===== config.mk =====
export PLATFORM = sky130hd
export DESIGN_NAME = sbd_core
export DESIGN_NICKNAME = d
export VERILOG_FILES = /design/src/design/sbd_pkg.sv /design/src/design/sbd_core.sv
export SDC_FILE = /design/constraint.sdc
export NUM_CORES = 1
export LEC_CHECK = 0
export BUFFER_PORTS_ARGS = -buffer_cell sky130_fd_sc_hd__buf_4
export CORE_MARGIN = 5
export CORE_UTILIZATION = 45
export DETAILED_ROUTE_END_ITERATION = 12
export PLACE_DENSITY = 0.75
export SLEW_MARGIN = 20
export SYNTH_ARGS = -nofsm -noshare
export SYNTH_HDL_FRONTEND = slang
export SYNTH_SLANG_ARGS = --single-unit

===== constraint.sdc =====
create_clock -name i_mclk -period 6.2 [get_ports i_mclk]
set_input_delay 0.62 -clock i_mclk [delete_from_list [all_inputs] [get_ports i_mclk]]
set_output_delay 0.62 -clock i_mclk [all_outputs]
set_load 0.03 [all_outputs]

===== src/design/sbd_pkg.sv =====
// Package for the subtract-borrow and decrement-skip datapath.
package sbd_pkg;
    localparam int DATA_W = 8;
    localparam logic [7:0] ONE = 8'h01;
    localparam logic [7:0] ZERO = 8'h00;
    localparam logic [7:0] WREG_RESET = 8'h00;
    localparam int FLAG_W = 6;
    localparam int SKIP_CYCLES = 2;

    typedef enum logic [1:0] {
        SBD_OP_NONE,
        SBD_OP_SUB_BORROW_MEM,
        SBD_OP_DEC_SKIP_MEM,
        SBD_OP_DEC_SKIP_WREG
    } sbd_op_type;

    typedef struct packed {
        logic signed_range_error_flag;
        logic result_null_flag;
        logic nibble_borrow_flag;
        logic borrow_out_flag;
        logic signed_borrow_flag;
        logic chained_zero_flag;
    } sbd_flags_type;

    localparam sbd_flags_type FLAGS_RESET = 6'h00;

    typedef struct packed {
        logic valid;
        sbd_op_type op;
        logic [7:0] mem_data;
    } sbd_req_type;

    typedef struct packed {
        logic write;
        logic [7:0] data;
    } sbd_mem_wr_type;
endpackage : sbd_pkg


===== src/design/sbd_core.sv =====
// Subtract-with-borrow and decrement-and-skip execution datapath.
`timescale 1ns/1ps
module sbd_core (
    input wire logic i_mclk,
    input wire logic i_reset,
    input wire sbd_pkg::sbd_req_type i_req,
    output sbd_pkg::sbd_mem_wr_type o_mem_wr,
    output logic [7:0] o_working_register,
    output sbd_pkg::sbd_flags_type o_flags,
    output logic o_skip,
    output logic o_dummy_cycle,
    output logic o_busy
);
    // ************************************************************
    // Sequencer states
    // ************************************************************
    // A taken skip parks the sequencer for one dummy cycle while the
    // next instruction is fetched and thrown away.
    typedef enum {
        SBD_SEQ_EXEC,
        SBD_SEQ_DUMMY
    } sbd_seq_type;

    // ************************************************************
    // Declarations
    // ************************************************************
    logic [7:0] wreg_reg;
    logic [7:0] wreg_next;
    sbd_pkg::sbd_flags_type flags_reg;
    sbd_pkg::sbd_flags_type flags_next;
    sbd_seq_type seq_reg;
    sbd_seq_type seq_next;
    logic take;
    logic take_sub;
    logic take_dec_mem;
    logic take_dec_wreg;
    logic take_dec;
    logic take_skip;
    logic borrow_in;
    logic [8:0] diff_wide;
    logic [4:0] low_wide;
    logic [7:0] diff;
    logic diff_null;
    logic ovf;
    logic [7:0] dec_result;
    logic dec_null;

    // ************************************************************
    // Request decode
    // ************************************************************
    // A request is only taken outside the dummy cycle; one that arrives
    // during it is dropped without a trace, as the fetch is discarded.
    assign take = i_req.valid && (seq_reg == SBD_SEQ_EXEC);

    always_comb begin
        take_sub = 1'b0;
        take_dec_mem = 1'b0;
        take_dec_wreg = 1'b0;
        if (take && i_req.op == sbd_pkg::SBD_OP_SUB_BORROW_MEM) begin
            take_sub = 1'b1;
        end else if (take && i_req.op == sbd_pkg::SBD_OP_DEC_SKIP_MEM) begin
            take_dec_mem = 1'b1;
        end else if (take && i_req.op == sbd_pkg::SBD_OP_DEC_SKIP_WREG) begin
            take_dec_wreg = 1'b1;
        end
    end

    assign take_dec = take_dec_mem || take_dec_wreg;
    assign take_skip = take_dec && dec_null;

    // ************************************************************
    // Subtract with borrow
    // ************************************************************
    // A clear borrow flag means a borrow is pending.
    assign borrow_in = ~flags_reg.borrow_out_flag;
    assign diff_wide = {1'b0, wreg_reg} - {1'b0, i_req.mem_data}
                       - {8'h00, borrow_in};
    assign low_wide = {1'b0, wreg_reg[3:0]} - {1'b0, i_req.mem_data[3:0]}
                      - {4'h0, borrow_in};
    assign diff = diff_wide[7:0];
    assign diff_null = (diff == sbd_pkg::ZERO);
    assign ovf = (wreg_reg[7] != i_req.mem_data[7]) && (diff[7] != wreg_reg[7]);

    // ************************************************************
    // Decrement
    // ************************************************************
    // Plain 8-bit subtraction wraps from zero to all ones, so a zero
    // operand never skips.
    assign dec_result = i_req.mem_data - sbd_pkg::ONE;
    assign dec_null = (dec_result == sbd_pkg::ZERO);

    // ************************************************************
    // Sequencer
    // ************************************************************
    always_comb begin
        seq_next = seq_reg;
        case (seq_reg)
            SBD_SEQ_EXEC: begin
                if (take_skip) begin
                    seq_next = SBD_SEQ_DUMMY;
                end
            end
            SBD_SEQ_DUMMY: begin
                seq_next = SBD_SEQ_EXEC;
            end
            default: begin
                seq_next = SBD_SEQ_EXEC;
            end
        endcase
    end

    always_ff @(posedge i_mclk) begin
        if (i_reset) begin
            seq_reg <= SBD_SEQ_EXEC;
        end else begin
            seq_reg <= seq_next;
        end
    end

    // ************************************************************
    // Working register
    // ************************************************************
    always_comb begin
        wreg_next = wreg_reg;
        if (take_dec_wreg) begin
            wreg_next = dec_result;
        end
    end

    always_ff @(posedge i_mclk) begin
        if (i_reset) begin
            wreg_reg <= sbd_pkg::WREG_RESET;
        end else begin
            wreg_reg <= wreg_next;
        end
    end

    // ************************************************************
    // Status flags
    // ************************************************************
    always_comb begin
        flags_next = flags_reg;
        if (take_sub) begin
            flags_next.signed_range_error_flag = ovf;
            flags_next.result_null_flag = diff_null;
            flags_next.nibble_borrow_flag = ~low_wide[4];
            flags_next.borrow_out_flag = ~diff_wide[8];
            // Signed borrow follows the sign of the true signed result.
            flags_next.signed_borrow_flag = diff[7] ^ ovf;
            // Chained zero can only stay set across a run of zero bytes.
            flags_next.chained_zero_flag = diff_null
                && flags_reg.chained_zero_flag;
        end
        // Decrement-and-skip leaves all flags alone.
    end

    always_ff @(posedge i_mclk) begin
        if (i_reset) begin
            flags_reg <= sbd_pkg::FLAGS_RESET;
        end else begin
            flags_reg <= flags_next;
        end
    end

    // ************************************************************
    // Memory write-back
    // ************************************************************
    always_ff @(posedge i_mclk) begin
        if (i_reset) begin
            o_mem_wr <= '0;
        end else if (take_sub) begin
            o_mem_wr.write <= 1'b1;
            o_mem_wr.data <= diff;
        end else if (take_dec_mem) begin
            o_mem_wr.write <= 1'b1;
            o_mem_wr.data <= dec_result;
        end else begin
            // The to-register decrement never writes memory.
            o_mem_wr.write <= 1'b0;
        end
    end

    // ************************************************************
    // Skip outputs
    // ************************************************************
    always_ff @(posedge i_mclk) begin
        if (i_reset) begin
            o_skip <= 1'b0;
        end else begin
            o_skip <= take_skip;
        end
    end

    always_ff @(posedge i_mclk) begin
        if (i_reset) begin
            o_dummy_cycle <= 1'b0;
        end else begin
            o_dummy_cycle <= (seq_next == SBD_SEQ_DUMMY);
        end
    end

    // Busy mirrors the sequencer so the decoder upstream can hold off.
    always_ff @(posedge i_mclk) begin
        if (i_reset) begin
            o_busy <= 1'b0;
        end else begin
            o_busy <= (seq_next == SBD_SEQ_DUMMY);
        end
    end

    // ************************************************************
    // Output wiring
    // ************************************************************
    assign o_working_register = wreg_reg;
    assign o_flags = flags_reg;
endmodule : sbd_core


[Word level (Yosys, flattened, before mapping)]
Index checks and enable logic that the tools add are counted.
Operators by class
  equality and inequality tests: 6
  add/sub/neg operators: 5
  bitwise operators: 4
  reductions and logical operators: 13
  muxes and demuxes: 11
Operators with widths (number)
  zero test 32 bit: 2
  two-way mux 32 bit: 2
  equality test 32 x 2 -> 1 bit (second input constant): 1
  zero test 8 bit: 2
  two-way mux 9 bit: 1
  subtractor 8 x 8 -> 9 bit: 1
  subtractor 9 x 1 -> 9 bit: 1
  two-way mux 8 bit: 1
  subtractor 8 x 1 -> 8 bit (second input constant): 1
  logical AND 1 bit: 7
  two-way mux 1 bit: 7
  subtractor 4 x 4 -> 5 bit: 1
  subtractor 5 x 1 -> 5 bit: 1
  equality test 2 bit (second input constant): 2
  NOT 1 bit: 3
  equality test 2 x 1 -> 1 bit (second input constant): 1
  != test 1 bit: 2
  nonzero test 2 bit: 1
  logical OR 1 bit: 1
  XOR 1 bit: 1
Storage, ports and cells
  word-level logic and storage cells: 51
  register bits: 57
  output and inout port bits: 26
  input bits: 13

[Longest topological paths before layout]
  word-level depth: 11
  depth in mapped cells: 9
  gate-level depth less buffers: 9

[Worst setup path before layout]
OpenSTA, ideal clock, no wires.
  path type: input to register
  start point: input port i_req[0] (netlist bit)
  end point: register o_mem_wr[6] (netlist bit)
  path slack: 3.591 ns
  stages on the path: 8
  data arrival time: 2.538 ns
  buffers on the path: 0
  data required time: 6.129 ns
  library setup time: 0.071 ns
  cell sequence: fa_1 > inv_1 > fa_1 > nand2b_1 > a2111oi_1 > nor3_1 > o32a_1 > a21oi_1
Between the ends
  cells in the longest elaborated chain, start to end: 3
  elaborated cells on any way between the ends: 5
  classes of those cells: add/sub: 3; mux: 2
RTL lines
  start, declared: RTL line sbd_core.sv:6  | input wire sbd_pkg::sbd_req_type i_req,
  subtractor 8 x 8 -> 9 bit / subtractor 8 x 1 -> 8 bit (equally long branches): RTL line sbd_core.sv:76, sbd_core.sv:89
  subtractor 9 x 1 -> 9 bit / two-way mux 8 bit (equally long branches): RTL line sbd_core.sv:77, sbd_core.sv:174
  two-way mux 9 bit (*): RTL line sbd_core.sv:171  | end else if (take_sub) begin
  end, declared: RTL line sbd_core.sv:7  | output sbd_pkg::sbd_mem_wr_type o_mem_wr,
Every way passes the cells marked *; elsewhere a longest branch is shown, timed or not. The select of a mux whose other input is x is not followed.
A chain may end at the register's enable or synchronous reset.

[Final worst setup path]
Ends and elaborated chain as after synthesis.

==> flow_summary.json <==
{
  "status": "complete, no violations",
  "cp.arrival_ps": 2990,
  "path_clk_slew_ps": 70,
  "clock_skew_ps": 8.278,
  "core_sq_um": 5507,
  "clock_latency_ps": 340,
  "hold_depth": 2,
  "avgSynthCellArea_sq_um": 9.533,
  "place_congestion": 0.8919,
  "grt_remaining_overflow": 0,
  "postSynth.asyncResetShare_pct": 0,
  "cts_tree": "done",
  "io_buffers": 38,
  "min_from": "o_flags[3]$_SDFFE_PP0N_",
  "power_frac_clock_pct": 43.6,
  "mostFrequentLayoutCell": "dfxtp_1",
  "grt_max_degree": 33,
  "drv_cap": 0,
  "period_needed_ps": 2719,
  "ir_drop_uv": 171.9,
  "start_util_pct": 46.40,
  "report.final.slew_viol_count": 0,
  "drt_iter0_markers": 112,
  "drive_gt1_share_pct": 19.19,
  "syn2layout_area_growth_pct": 25.71,
  "cts_made_buffers": 9,
  "die_h_um": 85.35,
  "critPathMaxFanout": 8,
  "diodes": 0,
  "clkSinkCount": 57,
  "final_antenna_net_count": 0,
  "synth_top_family_by_area": "simple AND/OR/NAND/NOR gates",
  "grt_pass1_wl_mm": 9.246,
  "setup-tns-final_ps": 0,
  "netlist_instances": 268,
  "track_usage_pct": 16.34,
  "synth.distinct_cells": 50,
  "wl_per_cell_um": 13.20,
  "dieArea_sq_um": 7285,
  "die_width_um": 85.35,
  "reg2regPathDepth": 9,
  "synth_edf_count": 0,
  "p_per_area_nw_per_um2": 250.3,
  "ys_ff_latch": 57,
  "critPathRequiredTime_ps": 6480,
  "relSlewSlack_pct": 47.47,
  "switchingPower_w": 0.0002014,
  "antenna_found_initial": 0,
  "n_fill_cell": 521,
  "rr_endpoint": "o_mem_wr[6]$_SDFFE_PP0P_",
  "muxShareOfSynthArea_pct": 1.567,
  "hold_buffers": 0,
  "endpoint": "o_mem_wr[6]$_SDFFE_PP0P_",
  "seq_power_share_pct": 47.4,
  "post-route-period-util_pct": 43.85,
  "vias": 2069,
  "start_kind": "input pin",
  "fin_util_pct": 58.33,
  "synth_xor_xnor_area_share_pct": 4.114,
  "critical_path.startpoint": "i_req[0]",
  "reg2reg_slack_ps": 3500,
  "syn-cell-area_sq_um": 2555,
  "most-common-layout-cells": "57 x dfxtp_1, 39 x buf_4, 31 x conb_1",
  "synth-seq-area-share_pct": 44.66,
  "wl_mm": 5.490,
  "p_leak_nw": 1.337,
  "cts_resized": 0,
  "cts_setup_buffers": 0,
  "power_w": 0.0008038,
  "worst_pin_slew_ps": 782.2,
  "regToRegStartpoint": "o_working_register[0]$_SDFFE_PP0P_",
  "ios": 39,
  "swShare_pct": 25.06,
  "dpl.hpwl_mm": 4.178,
  "setup_violations": 0,
  "p_int_w": 0.0006024,
  "rows": 27,
  "hold_class": "reg2reg",
  "crit_path_end_kind": "register",
  "grt_pass1_vias": 2029,
  "synth_compound_area_share_pct": 13.08,
  "drt_first_pass_iters": 4,
  "via_per_inst": 4.974,
  "synthAdderAreaFrac_pct": 9.403,
  "cts-root-buf": "clkbuf_8",
  "path_class": "in2reg",
  "drc": 0,
  "yosysWarnings": 0,
  "finalNetCount": 370,
  "combPwrFrac_pct": 9.1,
  "final-hold-violation-count": 0,
  "synth_simple_gate_area_share_pct": 21.55,
  "cts_max_path_buffers": 2,
  "synth_flop_cell": "dfxtp_1",
  "largest_reg_flops": 32,
  "fmax_mhz": 367.8,
  "cts.htree.levels": 3,
  "grt_setup_unrepaired": "no"
}
-- worst min-delay path by stage --
stage	to
after detailed placement	o_flags[3]$_SDFFE_PP0N_
after global placement	o_flags[3]$_SDFFE_PP0N_
after global routing	o_flags[3]$_SDFFE_PP0N_
after CTS	o_flags[3]$_SDFFE_PP0N_
after floorplan	o_busy$_SDFF_PP0_
final	o_flags[3]$_SDFFE_PP0N_
-- logic make-up after synthesis --
| kind of cell | Yosys count |
|---|---|
| buf+inv | 35 |
| simple gates | 93 |
| other cells | 1 |
| fa+ha+maj | 18 |
| compound gates | 48 |
| xor+xnor | 12 |
| mux | 4 |
| flops | 57 |
-- per-stage QoR --
stage | setup WS [ps] | cell area (sq um) | hold slack (ps) | cells
2_1_floorplan | 3591 | 2668 | 497.5 | 298
3_3_place_gp | 3268 | 3008 | 442.6 | 400
3_5_place_dp | 3174 | 3008 | 446.2 | 400
4_1_cts | 3514 | 3212 | 455.6 | 416
5_1_grt | 3323 | 3212 | 490.4 | 416
6_report | 3481 | 3212 | 454.8 | 416
-- layer usage --
layer / routed length [um] / global-route usage, % / part of all wire (%)
met1: 2401 / 18.86 / 44
met2: 2657 / 26.84 / 48
met3: 335 / 6.019 / 6.1
met4: 95 / 7.482 / 1.7
met5: 0 / 0 / 0
-- synth_stat cells (all sizes together), types with 7 or more instances --
cell   number  area share [%]
xor2        8             2.7
a21oi       9             1.9
buf         7             1.4
dfxtp      57              45
nand2      18             2.6
ha         16             7.8
nor2       16             2.4
inv        26             3.8
o21ai       8             1.6
or3         7             1.7
nor3       11             2.2
nor4       12             4.8
-- worst max-delay path, cell delays in order --
cell and delay [ps]:
buf_4 140, fa_1 180, inv_1 60, fa_1 390
nand2b_1 180, a2111oi_1 760, nor3_1 180, o32a_1 360
a21oi_1 120
-- final cells by class --
class,count,area [sq um],area share [%]
multi-input cells,206,1386,43.16
flip-flops and latches,57,1141,35.53
inverters,26,97.59,3.039
repair buffers,39,292.8,9.116
clock buffers,10,137.6,4.285
clock inverters,6,66.31,2.065
well taps,72,90.09,2.805
-- power groups by stage --
stage | clock network, W | logic (W) | registers, W
after floorplan | 0 | 0.0000497 | 0.000388
after global placement | 0 | 0.0000701 | 0.000389
after detailed placement | 0 | 0.0000708 | 0.000389
after CTS | 0.000362 | 0.0000718 | 0.000381
after global routing | 0.000376 | 0.0000819 | 0.000382
final | 0.000350 | 0.0000728 | 0.000381
Power figures use the tool's default switching activity.
